`src/hdl/pjb_cfg.svh`:
```
// register map, field positions, reset values and limits of the justification binning block
`ifndef PJB_CFG_SVH
`define PJB_CFG_SVH

// register indices, byte address is four times the index
`define PJB_IX_PROV 17'h03000
`define PJB_IX_SWAIS 17'h03001
`define PJB_IX_RXINC 17'h03002
`define PJB_IX_RXDEC 17'h03003
`define PJB_IX_GENINC 17'h03004
`define PJB_IX_GENDEC 17'h03005
`define PJB_IX_EXPMAP 17'h04406
`define PJB_IX_CMPMASK 17'h0440B
`define PJB_IX_RXMAP 17'h0440F
`define PJB_IX_ALARM 17'h04413
`define PJB_IX_ALMASK 17'h04414

// monitor_channel_select field of the provisioning register
`define PJB_SEL_LSB 0
`define PJB_SEL_MSB 3
`define PJB_SEL_FIRST 4'h1
`define PJB_SEL_LAST 4'hC

// alarm and mask bit positions
`define PJB_AL_MISMATCH 0
`define PJB_AL_UNSUP 1
`define PJB_AL_PMDONE 2

// counter limit and reset values
`define PJB_SAT_MAX 11'h7D0
`define PJB_CNT_RST 11'h000
`define PJB_MAP_RST 12'h000
`define PJB_SEL_RST 4'h0
`define PJB_AL_RST 3'h0

`endif

```
`src/hdl/pjb_pkg.sv`:
```
// types of the justification binning block
`default_nettype none

package pjb_pkg;

    typedef enum logic [0:0] {
        PJB_BUS_IDLE = 1'b0,
        PJB_BUS_DATA = 1'b1
    } pjb_bus_t;

    // one-cycle justification events, one bit per sts-1
    typedef struct packed {
        logic [11:0] rx_inc;
        logic [11:0] rx_dec;
        logic [11:0] gen_inc;
        logic [11:0] gen_dec;
    } pjb_just_t;

    // per sts-1 defect levels and overrun pulses
    typedef struct packed {
        logic [11:0] ais;
        logic [11:0] lop;
        logic [11:0] overrun;
    } pjb_path_t;

    typedef struct packed {
        logic [2:0] tick_sync;
        pjb_bus_t bus;
        logic bus_write;
        logic [16:0] bus_ix;
        logic bus_ok;
        logic hready;
        logic [31:0] hrdata;
        logic [3:0] sel;
        logic [11:0] sw_ais;
        logic [3:0][10:0] cnt;
        logic [3:0][10:0] last;
        logic [11:0] exp_map;
        logic [11:0] cmp_mask;
        logic [2:0] status;
        logic [2:0] al_mask;
        logic irq;
        logic [11:0] def_prev;
        logic [11:0] pend;
        logic [11:0] force_prev;
        logic [11:0] restart;
    } pjb_state_t;

endpackage : pjb_pkg

`default_nettype wire

```
`src/hdl/pjb_top.sv`:
```
// justification binning, concatenation map check and elastic store restart for one sts-12
//
// Overview of operation
// - count four justification kinds on selected channel
// - tick rising edge copies counts to last-second
// - invalid select stops counting; tick still copies and clears counts
// - counters saturate at 2000, never wrap
// - restart store after ais, lop, overrun, force end
// - forced ais drives generator, no interpreter defect
// - ais or lop recovery takes effect at h3
// - writable expected map, one bit per sts-1
// - writable compare-enable mask per sts-1
// - read-only received map from interpreter
// - head is 0, members 1, lsb first
// - mismatch alarm on enabled differing channel
// - unsupported alarm for misaligned sts-3 crossing
//
// The AHB-Lite register port is this design's own decision.
`include "pjb_cfg.svh"
`default_nettype none

module pjb_top import pjb_pkg::*; (
    input wire logic hclk,
    input wire logic hresetn,
    input wire logic hsel,
    input wire logic [31:0] haddr,
    input wire logic [1:0] htrans,
    input wire logic hwrite,
    input wire logic [2:0] hsize,
    input wire logic [31:0] hwdata,
    input wire logic hready,
    output logic hreadyout,
    output logic hresp,
    output logic [31:0] hrdata,
    input wire logic pm_second_tick,
    input wire pjb_just_t just,
    input wire pjb_path_t path,
    input wire logic h3_strobe,
    input wire logic [11:0] received_concat_bits,
    input wire logic next_group_head_bit,
    output logic [11:0] sw_path_ais_force,
    output logic [11:0] es_restart,
    output logic irq
);

    // ********************************
    // helpers
    // ********************************
    function automatic logic sel_valid(input logic [3:0] v);
        return (v >= `PJB_SEL_FIRST) && (v <= `PJB_SEL_LAST);
    endfunction

    // head 0, member 1; a member on an sts-3 boundary needs an aligned head
    function automatic logic unsup_scan(input logic [11:0] m, input logic nxt);
        logic aligned;
        logic bad;
        aligned = 1'b1;
        bad = 1'b0;
        for (int i = 0; i < 12; i++) begin
            if (!m[i]) begin
                aligned = ((i % 3) == 0);
            end else if ((i % 3) == 0 && i != 0 && !aligned) begin
                bad = 1'b1;
            end
        end
        // a chain running into the next group still belongs to our head
        if (nxt && !aligned) begin
            bad = 1'b1;
        end
        return bad;
    endfunction

    function automatic logic [31:0] rd_word(input logic [16:0] ix, input pjb_state_t st,
                                           input logic [11:0] rxm);
        logic [31:0] w;
        w = 32'h0000_0000;
        if (ix == `PJB_IX_PROV) begin
            w[`PJB_SEL_MSB:`PJB_SEL_LSB] = st.sel;
        end else if (ix == `PJB_IX_SWAIS) begin
            w[11:0] = st.sw_ais;
        end else if (ix == `PJB_IX_RXINC) begin
            w[10:0] = st.last[0];
        end else if (ix == `PJB_IX_RXDEC) begin
            w[10:0] = st.last[1];
        end else if (ix == `PJB_IX_GENINC) begin
            w[10:0] = st.last[2];
        end else if (ix == `PJB_IX_GENDEC) begin
            w[10:0] = st.last[3];
        end else if (ix == `PJB_IX_EXPMAP) begin
            w[11:0] = st.exp_map;
        end else if (ix == `PJB_IX_CMPMASK) begin
            w[11:0] = st.cmp_mask;
        end else if (ix == `PJB_IX_RXMAP) begin
            w[11:0] = rxm;
        end else if (ix == `PJB_IX_ALARM) begin
            w[2:0] = st.status;
        end else if (ix == `PJB_IX_ALMASK) begin
            w[2:0] = st.al_mask;
        end
        return w;
    endfunction

    pjb_state_t s;
    pjb_state_t n;
    logic tick;
    logic valid;
    logic [3:0] idx;
    logic [3:0][11:0] ev;
    logic [3:0] hit;
    logic mism;
    logic unsup;
    logic irq_cause;
    logic force_end;
    logic bus_wr;

    // ********************************
    // event selection
    // ********************************
    // first sync stage is only read by the second one
    assign tick = s.tick_sync[1] & ~s.tick_sync[2];
    assign valid = sel_valid(s.sel);
    assign idx = s.sel - `PJB_SEL_FIRST;
    assign ev[0] = just.rx_inc;
    assign ev[1] = just.rx_dec;
    assign ev[2] = just.gen_inc;
    assign ev[3] = just.gen_dec;
    assign mism = |(s.cmp_mask & (received_concat_bits ^ s.exp_map));
    assign unsup = unsup_scan(received_concat_bits, next_group_head_bit);
    assign irq_cause = |(s.status & s.al_mask);
    assign force_end = |(s.force_prev & ~s.sw_ais);
    assign bus_wr = (s.bus == PJB_BUS_DATA) && s.bus_write && s.bus_ok;

    generate
        for (genvar k = 0; k < 4; k++) begin : g_hit
            assign hit[k] = valid ? ev[k][idx] : 1'b0;
        end
    endgenerate

    // ********************************
    // next state
    // ********************************
    always_comb begin
        logic [2:0] clr;
        logic [2:0] set;
        logic dfx;
        n = s;
        clr = 3'h0;
        set = 3'h0;
        dfx = 1'b0;
        n.tick_sync = {s.tick_sync[1:0], pm_second_tick};

        for (int k = 0; k < 4; k++) begin
            if (tick) begin
                n.last[k] = s.cnt[k];
                // an event in the tick cycle opens the new second
                n.cnt[k] = hit[k] ? 11'h001 : `PJB_CNT_RST;
            end else if (hit[k] && s.cnt[k] < `PJB_SAT_MAX) begin
                n.cnt[k] = s.cnt[k] + 11'h001;
            end
        end

        // bus: one wait state so read data come from a flop after any write
        case (s.bus)
            PJB_BUS_IDLE: begin
                if (hsel && htrans[1] && hready) begin
                    n.bus = PJB_BUS_DATA;
                    n.bus_write = hwrite;
                    n.bus_ix = haddr[18:2];
                    n.bus_ok = (haddr[31:19] == 13'h0000) && (haddr[1:0] == 2'h0);
                    n.hready = 1'b0;
                end
            end
            PJB_BUS_DATA: begin
                n.bus = PJB_BUS_IDLE;
                n.hready = 1'b1;
                if (!s.bus_ok) begin
                    n.hrdata = 32'h0000_0000;
                end else if (!s.bus_write) begin
                    n.hrdata = rd_word(s.bus_ix, s, received_concat_bits);
                end else if (s.bus_ix == `PJB_IX_PROV) begin
                    n.sel = hwdata[`PJB_SEL_MSB:`PJB_SEL_LSB];
                end else if (s.bus_ix == `PJB_IX_SWAIS) begin
                    n.sw_ais = hwdata[11:0];
                end else if (s.bus_ix == `PJB_IX_EXPMAP) begin
                    n.exp_map = hwdata[11:0];
                end else if (s.bus_ix == `PJB_IX_CMPMASK) begin
                    n.cmp_mask = hwdata[11:0];
                end else if (s.bus_ix == `PJB_IX_ALARM) begin
                    clr = hwdata[2:0];
                end else if (s.bus_ix == `PJB_IX_ALMASK) begin
                    n.al_mask = hwdata[2:0];
                end
            end
            default: begin
                n.bus = PJB_BUS_IDLE;
                n.hready = 1'b1;
            end
        endcase

        // sticky alarms, a new event beats a same-cycle clear
        set[`PJB_AL_MISMATCH] = mism;
        set[`PJB_AL_UNSUP] = unsup;
        set[`PJB_AL_PMDONE] = tick;
        n.status = (s.status & ~clr) | set;
        n.irq = irq_cause;

        // store restarts; forcing never touches the interpreter defect inputs
        for (int i = 0; i < 12; i++) begin
            dfx = path.ais[i] | path.lop[i];
            n.def_prev[i] = dfx;
            n.restart[i] = (s.pend[i] & h3_strobe) | path.overrun[i]
                         | (s.force_prev[i] & ~s.sw_ais[i]);
            // recovery waits for the line h3 byte
            n.pend[i] = dfx ? 1'b0 : ((s.def_prev[i] & ~dfx) | (s.pend[i] & ~h3_strobe));
        end
        n.force_prev = s.sw_ais;
    end

    // ********************************
    // state register
    // ********************************
    always_ff @(posedge hclk or negedge hresetn) begin
        if (!hresetn) begin
            s.tick_sync <= 3'h0;
            s.bus <= PJB_BUS_IDLE;
            s.bus_write <= 1'b0;
            s.bus_ix <= 17'h00000;
            s.bus_ok <= 1'b0;
            s.hready <= 1'b1;
            s.hrdata <= 32'h0000_0000;
            s.sel <= `PJB_SEL_RST;
            s.sw_ais <= `PJB_MAP_RST;
            s.cnt <= {4{`PJB_CNT_RST}};
            s.last <= {4{`PJB_CNT_RST}};
            s.exp_map <= `PJB_MAP_RST;
            s.cmp_mask <= `PJB_MAP_RST;
            s.status <= `PJB_AL_RST;
            s.al_mask <= `PJB_AL_RST;
            s.irq <= 1'b0;
            s.def_prev <= 12'h000;
            s.pend <= 12'h000;
            s.force_prev <= 12'h000;
            s.restart <= 12'h000;
        end else begin
            s <= n;
        end
    end

    assign hreadyout = s.hready;
    assign hresp = 1'b0; // always okay
    assign hrdata = s.hrdata;
    assign sw_path_ais_force = s.sw_ais;
    assign es_restart = s.restart;
    assign irq = s.irq;
endmodule // pjb_top

`default_nettype wire
```
`config.mk`:
```
export PLATFORM = sky130hd
export DESIGN_NAME = pjb_top
export DESIGN_NICKNAME = d
export VERILOG_FILES = /design/src/hdl/pjb_pkg.sv /design/src/hdl/pjb_top.sv
export VERILOG_INCLUDE_DIRS = /design/src /design/src/hdl
export SDC_FILE = /design/constraint.sdc
export NUM_CORES = 1
export LEC_CHECK = 0
export ABC_CLOCK_PERIOD_IN_PS = 3670
export BUFFER_PORTS_ARGS = -buffer_cell sky130_fd_sc_hd__buf_2
export CELL_PAD_IN_SITES_DETAIL_PLACEMENT = 0
export CELL_PAD_IN_SITES_GLOBAL_PLACEMENT = 1
export CORE_UTILIZATION = 43
export CTS_BUF_LIST = sky130_fd_sc_hd__clkbuf_4
export CTS_CLUSTER_SIZE = 28
export DETAILED_ROUTE_END_ITERATION = 10
export PLACE_DENSITY = 0.88
export SLEW_MARGIN = 25
export SYNTH_ARGS = -nofsm -noshare
export SYNTH_HDL_FRONTEND = slang
export SYNTH_SLANG_ARGS = --single-unit
```
`constraint.sdc`:
```
create_clock -name hclk -period 3.67 [get_ports hclk]
set_clock_uncertainty 0.1 [all_clocks]
set_input_delay 1.101 -clock hclk [delete_from_list [all_inputs] [get_ports hclk]]
set_output_delay 1.101 -clock hclk [all_outputs]
set_load 0.1 [all_outputs]
```
==> metrics list, run 1 <==
* Status: finished, final reports clean
- Crit path time final: 3106 ps
- Total setup violations reported at the end of the flow: 0
- Yosys printed 0 warnings.
* Number of rows in the core area: 57
- The filler cells instantiated in the layout total 2,296.
- For this run, the register share of the synthesized area comes to 0.5062.
- Netlist area before placement: 10,830 um2
* Proportion of netlist area held by the largest area contributor: 0.5038
- Async SR Flop Fraction: 1.000
* Post-Synth Adder-Cell Area: 0.006933
- Highest-count cells in the layout ignoring fill and taps: sky130_fd_sc_hd__nand2_1 (233), sky130_fd_sc_hd__dfrtp_1 (218), sky130_fd_sc_hd__buf_2 (185)
- Vias per cell: 5.374
- In the routed design, unresolved DRC markers number 0.
* Via count: 8,878
- Die Y: 160.7 um
- Summed over all cells, the static leakage comes to 6.142 nW.
* Initial core utilization: 0.4414
* Full die area: 25,820 um2
- Critical path capture point type: flop
* CP Class: flop to flop
- Yosys mapped a number of flops with a built-in enable equal to 0.
- Along the worst path, the maximum fanout reaches 17.
- Ratio of final minimum period to clock period: 0.8463
- Most area-consuming cells after synthesis: sky130_fd_sc_hd__dfrtp_1 (50%), sky130_fd_sc_hd__nand2_1 (8.1%), sky130_fd_sc_hd__mux2_2 (5.1%)
- After synthesis the netlist holds a flip-flop and latch count of 219.
- The root buffer cell chosen for the clock tree is sky130_fd_sc_hd__clkbuf_4.
* Most common cell after layout, fill and taps aside: sky130_fd_sc_hd__nand2_1
- Worst Path Required: 4140 ps
* # hold bufs at CTS: 0
* Final Wtd Congestion: 0.9099
* Clock latency on the worst-skew pair: 670 ps
- STA classifies the critical path startpoint as a flop.
- The complex-gate fraction of the synthesized area is 0.1245.
- Via count of the first global-routing pass: 8,766
- Library cell contributing the largest single delay on the critical path: sky130_fd_sc_hd__or4_1
* Main combinational cell family by area after synthesis: simple AND/OR/NAND/NOR gates
- VDD IR-drop max: 227.4 uV
- For this design the ratio of total power to cell area is 450.8 nW/um2.
* Number of buffers between clock root and the deepest sink: 3
* Synthesized-area fraction occupied by and/or/nand/nor cells: 0.1885
* Layout cells sized above 1: 0.2690
- DRT Wirelength: 28,140 um
* List of cells traversed by the critical path: inv_1 -> ha_1 -> or2_2 -> o21ai_0 -> a22o_1 -> a221o_1 -> nand2_1 -> or4_1 -> a21oi_1
- Measured against the total synthesized area, the mux share comes to 0.09106.
- Die Wd: 160.7 um
- The first global-routing pass estimated 45,330 um of wire.
- Worst hold path class: flop to flop
- Rel. slew slack: 0.3765
- The hold violation count in the final report is 0.
- CP peak stage delay: 600 ps
* Number of design-rule violations left by the first detailed-router iteration: 718
* Unrepaired setup endpoints after global routing: false
- TritonCTS clock tree: yes
* Setup TNS Final: 0 ps
* IO Port Bufs: 186
- CTS-repair resized insts: 0
- Wire per inst: 17.04 um
- Across the run, the number of max-cap violations was 0.
- Largest net degree at the start of global routing: 64
* Cell variety after synth: 62
- Number of ports placed on the die boundary: 232
- Final layout net count: 1,464
* Growth of design area from synthesis to finish: 15.26%
- The tightest hold path in the finished design has a slack of 250.1 ps.
* Total gr overflow: 0
- Antenna Violating Nets Remaining: 0
- Total Power Consumption: 5.627 mW
- The clock drives 219 sinks.
- Buffers inserted by post-CTS timing repair: 0
- Total GRT Usage: 0.2203
- The number of antenna violations at the first check in global routing came to 1.
* Cell count after synthesis: 1,103
* Parity-gate share of the synthesized area counting xor and xnor cells: 0.01618
* Main synth FF type: sky130_fd_sc_hd__dfrtp_1
- Signal arrival time at the worst endpoint: 3570 ps
* Area of the placeable core: 24,530 um2
- CTS HTree Levels: 2
* Slew of the pin with the lowest slew margin: 926.7 ps
- Cell type with the highest aggregate area in the netlist: sky130_fd_sc_hd__dfrtp_1
- Static timing analysis puts the maximum clock frequency at 322.0 MHz.
* Number of iterations in the first detailed-routing pass: 5
- CTS buffer count: 56
- After synthesis, the mean cell area works out to 9.817 um2.
* Clock transition time at the flip-flop clock pins of the worst setup and hold paths: 70 ps
* DP Wirelength: 20,630 um
* Max-slew violation count: 0
==> per-stage QoR <==
stage	worst slack, ps	cells	utilization	cell area, um2
floorplan	696.4	1123	-	10900
global placement	582.0	1551	0.4812	11810
detailed placement	571.1	1551	0.4812	11810
CTS	579.1	1651	0.5086	12480
global route	385.4	1652	0.5087	12480
finish	564.2	1652	0.5087	12480
==> cell usage after synthesis, drive strengths merged, types with 10 or more instances <==
cell type	number
nor4	12
nor2	70
xor2	12
and3	12
mux2	49
nand4	10
nand3	26
nor3	20
a21oi	57
o21ai	49
and2	10
clkbuf	25
inv	24
nand2	233
buf	77
a221oi	13
a22o	12
mux4	12
or2	14
or3	10
mux2i	13
dfrtp	218
==> power breakdown <==
part | internal (mW) | switching, mW
clock | 0.965 | 0.976
combinational | 0.303 | 0.646
sequential | 2.57 | 0.162
==> path summary, 6_finish.rpt <==
| path | from | endpoint | slack [ps] | cells after the start |
|---|---|---|---|---|
| setup / recovery | s[180] | s[151] | 560 | 9 |
| hold / removal | n[237] | n[238] | 250 | 0 |
| setup reg to reg | s[180] | s[151] | 560 | 9 |
| hold reg to reg | n[237] | n[238] | 250 | 0 |
| max in group asynchronous | hresetn | hreadyout | 2430 | 2 |
| min in group asynchronous | hresetn | s[85] | 270 | 1 |
==> cells by family (layout without fill, tap and decap cells) <==
family / count (synthesis) / count (layout)
other cells: 1 / 22
buf+inv: 126 / 330
compound gates: 206 / 206
simple gates: 451 / 451
fa+ha+maj: 6 / 6
xor+xnor: 20 / 20
mux: 74 / 74
flops: 219 / 219
==> state kept, by name, summed over array words and instances (netlist names) <==
signal and count:
irq 1, s 179, hreadyout 1, sw_path_ais_force 12, n 2, hrdata 12
es_restart 12
==> layout make-up <==
type	count	area, um2	area share
clock buffer	76	570.5	0.04571
antenna	1	2.502	0.0002005
tap	324	405.4	0.03248
inverter	24	90.09	0.007218
timing repair buffer	206	1116	0.08942
sequential	219	5482	0.4392
clock inverter	24	101.3	0.008120
multi-input combinational	778	4713	0.3776
==> critical path, delay by kind of cell (launching register included) <==
kind	cells	cell delay [ps]
simple gates	3	1190
flops	1	450
compound gates	4	860
buf+inv	1	130
fa+ha+maj	1	280
==> metal layers <==
layer / global-route usage / share of wire / vias to the layer above
li1: - / - / 4226
met1: 0.2831 / 0.43 / 4303
met2: 0.3688 / 0.49 / 293
met3: 0.04623 / 0.059 / 56
met4: 0.07576 / 0.024 / 0
met5: 0 / 0 / -
Note: power is estimated with default switching activity, not from simulation.
==> run 2: changes to the inputs <==
Settings changed: ABC_CLOCK_PERIOD_IN_PS 3670 to 3050.
Clock period 3.67 ns to 3.05 ns, I/O delays scaled along.
==> run 2 against run 1 <==
Compared with the run above:
- cell count grew 0.54%
- largest power group unchanged
- via count is essentially flat
- first-iteration DRC count grew 13%
- combinational power grew 23%
- clock power grew 21%
- critical path depth grew 1
- cell area grew 0.90%
- sequential cell count is the same
- setup slack lost 330 ps
- highest routed layer unchanged
==> metrics list, run 2 (same netlist as run 1, synthesis figures left out) <==
* Critical path capture point type: flop (unchanged)
- Most common cell after layout, fill and taps aside: sky130_fd_sc_hd__nand2_1 (unchanged)
* # hold bufs at CTS: 0 (unchanged)
- Leakage power summed over all cells: 6.223 nW (was 6.142 nW)
- Layout cells sized above 1: 0.2829 (was 0.2690)
* Combinational power share: 0.171 (was 0.169)
- Number of antenna violations at the first check in global routing: 2 (was 1)
- Antenna Violating Nets Remaining: 0 (unchanged)
- Number of cell instances on the worst register-to-register path: 10 (was 9)
- The detailed-routing iteration count for the pre-antenna-repair pass came to 5 (unchanged).
- The worst slew margin relative to its limit is 0.5937 (was 0.3765).
- Area of the placeable core: 24,530 um2 (unchanged)
- Unrepaired setup endpoints after global routing: false (unchanged).
- The post-detailed-placement half-perimeter wirelength came to 21,140 um (was 20,630 um).
* Max-slew violation count: 0 (unchanged)
* Status: finished, final reports clean (unchanged)
- The wire length of the first global-routing pass came to 45,900 um (was 45,330 um).
* Fraction of power consumed by sequential logic: 0.484 (was 0.486)
- Die Y: 160.7 um (unchanged)
- The total chip power came to 6.815 mW (was 5.627 mW).
- Crit path time final: 2819 ps (was 3106 ps)
* Start of the worst register-to-register path: s[179] (was s[180])
* CTS buffer count: 56 (unchanged)
- Register name with the most flops: s (unchanged)
* Vias per cell: 5.349 (was 5.374)
* Worst-case register-to-register setup slack: 230 ps (was 560 ps)
* Via count: 8,884 (was 8,878)
* Number of design-rule violations left by the first detailed-router iteration: 809 (was 718)
* P_int: 4.680 mW (was 3.841 mW)
- The relative area change from synthesis to final layout is 16.30% (was 15.26%).
- The flip-flop count of the largest register after layout is 179 (unchanged).
- CP peak stage delay: 500 ps (was 600 ps)
- The total detailed-routing wirelength came to 28,460 um (was 28,140 um).
- The detailed-route wire length per cell was 17.13 um (was 17.04 um).
- Final Wtd Congestion: 0.8660 (was 0.9099)
* Setup TNS Final: 0 ps (unchanged)
- The highest attainable clock frequency is 354.8 MHz (was 322.0 MHz).
- The detailed-route DRC error count was 0 (unchanged).
- The number of H-tree levels came to 2 (unchanged).
- The clock-pin slew reported for the worst setup and hold paths after clock tree synthesis is 60 ps (was 70 ps).
- Final hold viol count: 0 (unchanged)
- TritonCTS clock tree: yes (unchanged)
- The kind of start point of the critical path is a flop (unchanged).
- Largest net degree at the start of global routing: 67 (was 64)
* Number of rows in the core area: 57 (unchanged)
* Die Wd: 160.7 um (unchanged)
* Worst Path Required: 3510 ps (was 4140 ps)
- Worst hold path class: input port to asynchronous set/reset pin (was flop to flop)
- The remaining global-route overflow was 0 (unchanged).
- The critical-path maximum fanout is 12 (was 17).
- The number of buffers inserted by port buffering came to 186 (unchanged).
* Root Buffer Master: sky130_fd_sc_hd__clkbuf_4 (unchanged)
- The power per standard cell area is 541.1 nW/um2 (was 450.8 nW/um2).
- The number of global-route vias before repair came to 8,888 (was 8,766).
- Switching power: 2.135 mW (was 1.785 mW)
* Sink count of the clock tree: 219 (unchanged)
- The overall global routing resource usage is 0.2226 (was 0.2203).
- VDD IR-drop max: 247.5 uV (was 227.4 uV)
* Signal arrival time at the worst endpoint: 3280 ps (was 3570 ps)
- Final layout net count: 1,479 (was 1,464)
- The period utilization was 0.9242 (was 0.8463).
* Fill cell instance count of the final layout: 2,257 (was 2,296)
- Relative contribution of the clock network to total power: 0.344 (was 0.345)
- Clock latency on the worst-skew pair: 670 ps (about the same)
* Switching power as a share of total power: 0.3133 (was 0.3173)
* Max Cap Viol: 0 (unchanged)
- The measured slew at the worst slew-check pin came to 608.2 ps (was 926.7 ps).
- The number of setup violations in the final report came to 0 (unchanged).
- The library cell contributing the largest single delay on the critical path is sky130_fd_sc_hd__or4_1 (unchanged).
- The worst flop-to-flop path endpoint was s[150] (was s[151]).
- List of cells traversed by the critical path: inv_1 -> ha_1 -> or2_2 -> o21ai_1 -> a22o_1 -> a221o_1 -> nand2_1 -> buf_4 -> or4_1 -> a21oi_1 (was inv_1 -> ha_1 -> or2_2 -> o21ai_0 -> a22o_1 -> a221o_1 -> nand2_1 -> or4_1 -> a21oi_1)
- Highest-count cells in the layout ignoring fill and taps: sky130_fd_sc_hd__nand2_1 (233), sky130_fd_sc_hd__dfrtp_1 (218), sky130_fd_sc_hd__buf_2 (185) (unchanged).
- Initial core utilization: 0.4414 (unchanged)
- The combined area of the multi-input logic cells is 4721 um2 (was 4713 um2).
- The critical setup path kind was flop to flop (unchanged).
* Seq. cell area: 5482 um2 (unchanged)
- Number of ports placed on the die boundary: 232 (unchanged)
- Number of buffers between clock root and the deepest sink: 3 (unchanged)
- The floorplan die area came to 25,820 um2 (unchanged).
## run 2: changes by cell type in the layout (fill, tap and decap cells not counted), sizes merged
cell      delta
clkinvlp     +1
clkinv      -11
clkbuf       +4
buf         +15
## run 2: power by group through the flow
stage                     logic, mW  clock network [mW]  registers (mW)
final                          1.17                2.35            3.30
after global routing           1.28                2.57            3.33
after CTS                      1.17                2.42            3.30
after detailed placement       1.16                   0            3.35
after global placement         1.14                   0            3.34
after floorplan               0.847                   0            3.28
## run 2: cell type report
class | count | share of cell area
multi-input combinational | 778 | 0.3749
tap | 324 | 0.03219
timing repair buffer | 221 | 0.09757
antenna | 1 | 0.0001987
clock buffer | 80 | 0.04769
sequential | 219 | 0.4353
inverter | 24 | 0.007154
clock inverter | 14 | 0.005067
## run 2: worst max-delay path by stage
stage	slack, ps	start	end	cells past startpoint
finish	230	s[179]	s[150]	10
global route	30	s[179]	s[150]	10
CTS	190	s[179]	s[150]	10
detailed placement	180	just[18]	s[146]	8
global placement	190	just[18]	s[146]	8
floorplan	80	s[179]	s[161]	9
## run 2: critical path: cells and delay by family (launching register included)
family,cells,cell delay [ps]
DFF,1,340
and+or+nand+nor,3,930
buffers and inverters,2,310
AOI/OAI and AO/OA,4,850
adders and majority gates,1,230
## run 2: metrics by stage
stage / utilization / std cells / hold WS, ps / instance area (um2) / worst slack (ps)
after global routing: 0.5133 / 1661 / 86.81 / 12590 / 33.80
after detailed placement: 0.4858 / 1566 / 243.5 / 11920 / 180.0
final: 0.5133 / 1661 / 83.81 / 12590 / 231.3
after global placement: 0.4858 / 1566 / 233.0 / 11920 / 193.2
after CTS: 0.5129 / 1660 / 65.37 / 12580 / 189.1
after floorplan: - / 1123 / 231.2 / 10900 / 76.45
## run 2: repair_timing
action	4_1_cts	5_1_grt
hold endpoints to repair	0	0
endpoints found under the setup margin	0	2
buffers inserted	0	0
resized for setup	0	2
## run 2: layer usage
layer | part of all wire | track usage | wire [um]
met5 | 0 | 0 | 0
met4 | 0.025 | 0.07792 | 718
met3 | 0.057 | 0.04778 | 1611
met2 | 0.49 | 0.3731 | 13870
met1 | 0.43 | 0.2845 | 12260
==> run 3: changes to the inputs <==
==> constraint.sdc (replaced) <==
create_clock -name hclk -period 3.05 [get_ports hclk]
set_clock_uncertainty 0.1 [all_clocks]
set_input_delay 0 -clock hclk [delete_from_list [all_inputs] [get_ports hclk]]
set_output_delay 0 -clock hclk [all_outputs]
set_load 0.1 [all_outputs]
==> run 3 against run 2 <==
Compared with the run above:
- wire length up 19%
- sequential cell count stayed put
- maximum frequency is 2.9% lower
- global-route usage rose by 4.2 points
- clock power rose by 8.5%
- largest power group unchanged
==> metrics list, run 3 (same netlist as run 1, synthesis figures left out) <==
- DRT Wirelength: 33,870 um (was 28,460 um)
- Seq. cell area: 5482 um2 (unchanged)
- The leakage power summed over all cells is 6.965 nW (was 6.223 nW).
* Critical path endpoint: s[134] (was s[150])
- P_int: 4.992 mW (was 4.680 mW)
- The period utilization came to 0.9514 (was 0.9242).
* Number of buffers between clock root and the deepest sink: 3 (unchanged)
- Worst-path fanout max: 16 (was 12)
- The remaining global-route overflow is 0 (unchanged).
- Setup TNS Final: 0 ps (unchanged)
* Slew of the pin with the lowest slew margin: 913.4 ps (was 608.2 ps)
- The number of max-capacitance violations reported is 0 (unchanged).
- Layout cells sized above 1: 0.2469 (was 0.2829)
- Area of the placeable core: 24,530 um2 (unchanged)
* Final layout net count: 1,650 (was 1,479)
- The non-filler instance count after layout is 1,841 (was 1,661).
- CTS buffer count: 56 (unchanged)
* Worst hold path class: input port to flop (was input port to asynchronous set/reset pin)
- The highest routing layer actually used is met4 (unchanged).
- The worst flop-to-flop path endpoint is s[134] (was s[150]).
- Power density relative to cell area: 506.2 nW/um2 (was 541.1 nW/um2)
- Growth of design area from synthesis to finish: 32.93% (was 16.30%)
* Met3 wire length: 2270 um (was 1611 um)
- The worst IR drop on VDD is 303.6 uV (was 247.5 uV).
* DP Area: 11,860 um2 (was 11,920 um2)
* CTS HTree Levels: 2 (unchanged)
- Number of iterations in the first detailed-routing pass: 6 (was 5)
* Fraction of power consumed by sequential logic: 0.454 (was 0.484)
- First-pass GRT wire length: 54,020 um (was 45,900 um)
- IO Port Bufs: 186 (unchanged)
- Max Fclk: 344.6 MHz (was 354.8 MHz)
- Critical path capture point type: flop (unchanged)
- Total GRT Usage: 0.2644 (was 0.2226)
- The leading cell type in the layout, fill and taps excluded was sky130_fd_sc_hd__nand2_1 (unchanged).
- The routed length on met1 came to 13,360 um (was 12,260 um).
- Crit path time final: 2902 ps (was 2819 ps)
- Antenna Violating Nets Remaining: 0 (unchanged)
- TritonCTS clock tree: yes (unchanged)
* Switching power: 2.294 mW (was 2.135 mW)
- Largest net degree at the start of global routing: 96 (was 67)
- Initial core utilization: 0.4414 (unchanged)
- Via count of the first global-routing pass: 10,220 (was 8,888)
* Via count: 10,090 (was 8,884)
* Sink count of the clock tree: 219 (unchanged)
* Final hold viol count: 0 (unchanged)
- Worst setup startpoint: s[179] (unchanged)
- Start of the worst register-to-register path: s[179] (unchanged)
- Highest-count cells in the layout ignoring fill and taps: sky130_fd_sc_hd__nand2_1 (233), sky130_fd_sc_hd__dfrtp_1 (218), sky130_fd_sc_hd__buf_2 (185) (unchanged).
- The final weighted congestion of routability-driven global placement was 0.8782 (was 0.8660).
- The clock network fraction of design power came to 0.350 (was 0.344).
- Number of antenna violations at the first check in global routing: 2 (unchanged)
- The arrival time at the worst endpoint is 3340 ps (was 3280 ps).
* Unrepaired setup endpoints after global routing: false (unchanged)
- Number of ports placed on the die boundary: 232 (unchanged)
* Combinational power share: 0.196 (was 0.171)
* Full die area: 25,820 um2 (unchanged)
- Worst Path Required: 3490 ps (was 3510 ps)
* Status: finished, final reports clean (unchanged)
- The slack of the worst reg-to-reg path is 150 ps (was 230 ps).
- Wire per inst: 18.40 um (was 17.13 um)
- Number of cell instances on the worst register-to-register path: 7 (was 10)
* Number of design-rule violations left by the first detailed-router iteration: 816 (was 809)
* Clock transition time at the flip-flop clock pins of the worst setup and hold paths: 70 ps (was 60 ps)
- Setup crit start kind: flop (unchanged)
* DRC: 0 (unchanged)
- Die Wd: 160.7 um (unchanged)
- The insertion delay to the later sink of the worst-skew pair is 680 ps (was 670 ps).
- The cell area after layout came to 14,390 um2 (was 12,590 um2).
- Number of flip-flops under the largest register name: 179 (unchanged)
- The post-detailed-placement half-perimeter wirelength was 20,730 um (was 21,140 um).
* Rel. slew slack: 0.3911 (was 0.5937)
- The number of vias per cell after detailed routing came to 5.480 (was 5.349).
- The library cell used as clock root buffer is sky130_fd_sc_hd__clkbuf_4 (unchanged).
- The most flop-heavy register is s (unchanged).
* Number of placed instances with taps included: 1,558 (was 1,566)
- Wire length on met2: 17,330 um (was 13,870 um)
- The count of filler cells inserted in the layout was 1,979 (was 2,257).
- The combined area of the multi-input logic cells is 4726 um2 (was 4721 um2).
- Max-slew violation count: 0 (unchanged)
- Die Y: 160.7 um (unchanged)
- Total setup violations reported at the end of the flow: 0 (unchanged)
- Switching power as a share of total power: 0.3149 (was 0.3133)
* CP Class: flop to flop (unchanged)
* Number of rows in the core area: 57 (unchanged)
run 3: stage by stage:
stage | total power, mW | hold WS, ps | utilization | worst slack [ps]
4_1_cts | 7.249 | 10.61 | 0.5855 | 31.13
6_report | 7.287 | 31.31 | 0.5867 | 148.1
5_1_grt | 7.614 | 4.995 | 0.5867 | 31.15
3_3_place_gp | 4.482 | -27.37 | 0.4834 | 268.5
2_1_floorplan | 4.128 | -395.6 | - | 76.45
3_5_place_dp | 4.507 | -22.07 | 0.4834 | 197.6
run 3: worst min-delay path by stage:
stage,from,endpoint,slack (ps),depth (start not counted)
global placement,hresetn,s[30],-30,1
CTS,path[22],s[46],10,3
floorplan,hresetn,es_restart[0],-400,0
global route,hwdata[6],sw_path_ais_force[6],5,3
finish,path[22],s[46],30,3
detailed placement,hresetn,s[30],-20,1
run 3: final cells by class:
type | count | area share
Timing Repair Buffer | 392 | 0.2058
Clock inverter | 20 | 0.007563
Clock buffer | 82 | 0.04277
Inverter | 24 | 0.006259
Antenna cell | 2 | 0.0003477
Sequential cell | 219 | 0.3808
Multi-Input combinational cell | 778 | 0.3283
Tap cell | 324 | 0.02816
run 3: layer usage:
layer  up-vias  track usage
met5         -            0
met4         0       0.1022
met2       453       0.4626
met1      4976       0.3192
li1       4578            -
met3        81      0.05398
run 3: worst max-delay path: stages, from the launching register on:
cell and delay [ps]:
sky130_fd_sc_hd__dfrtp_1 380, sky130_fd_sc_hd__buf_6 210, sky130_fd_sc_hd__mux4_1 570, sky130_fd_sc_hd__dlygate4sd3_1 560, sky130_fd_sc_hd__and2_1 170, sky130_fd_sc_hd__a21oi_1 120
sky130_fd_sc_hd__dlygate4sd3_1 570, sky130_fd_sc_hd__o21ai_0 80
run 3: repair_timing:
item | CTS | global route
resized for setup | 0 | 5
endpoints found under the setup margin | 0 | 11
setup buffers | 0 | 1
hold endpoints to repair | 336 | 0
hold buffers | 178 | 0
run 3: power by group through the flow:
stage	Sequential [mW]	Clock, mW	Combinational (mW)
after floorplan	3.28	0	0.847
after global placement	3.34	0	1.15
after detailed placement	3.35	0	1.16
after CTS	3.29	2.57	1.39
after global routing	3.33	2.75	1.54
final	3.31	2.55	1.43
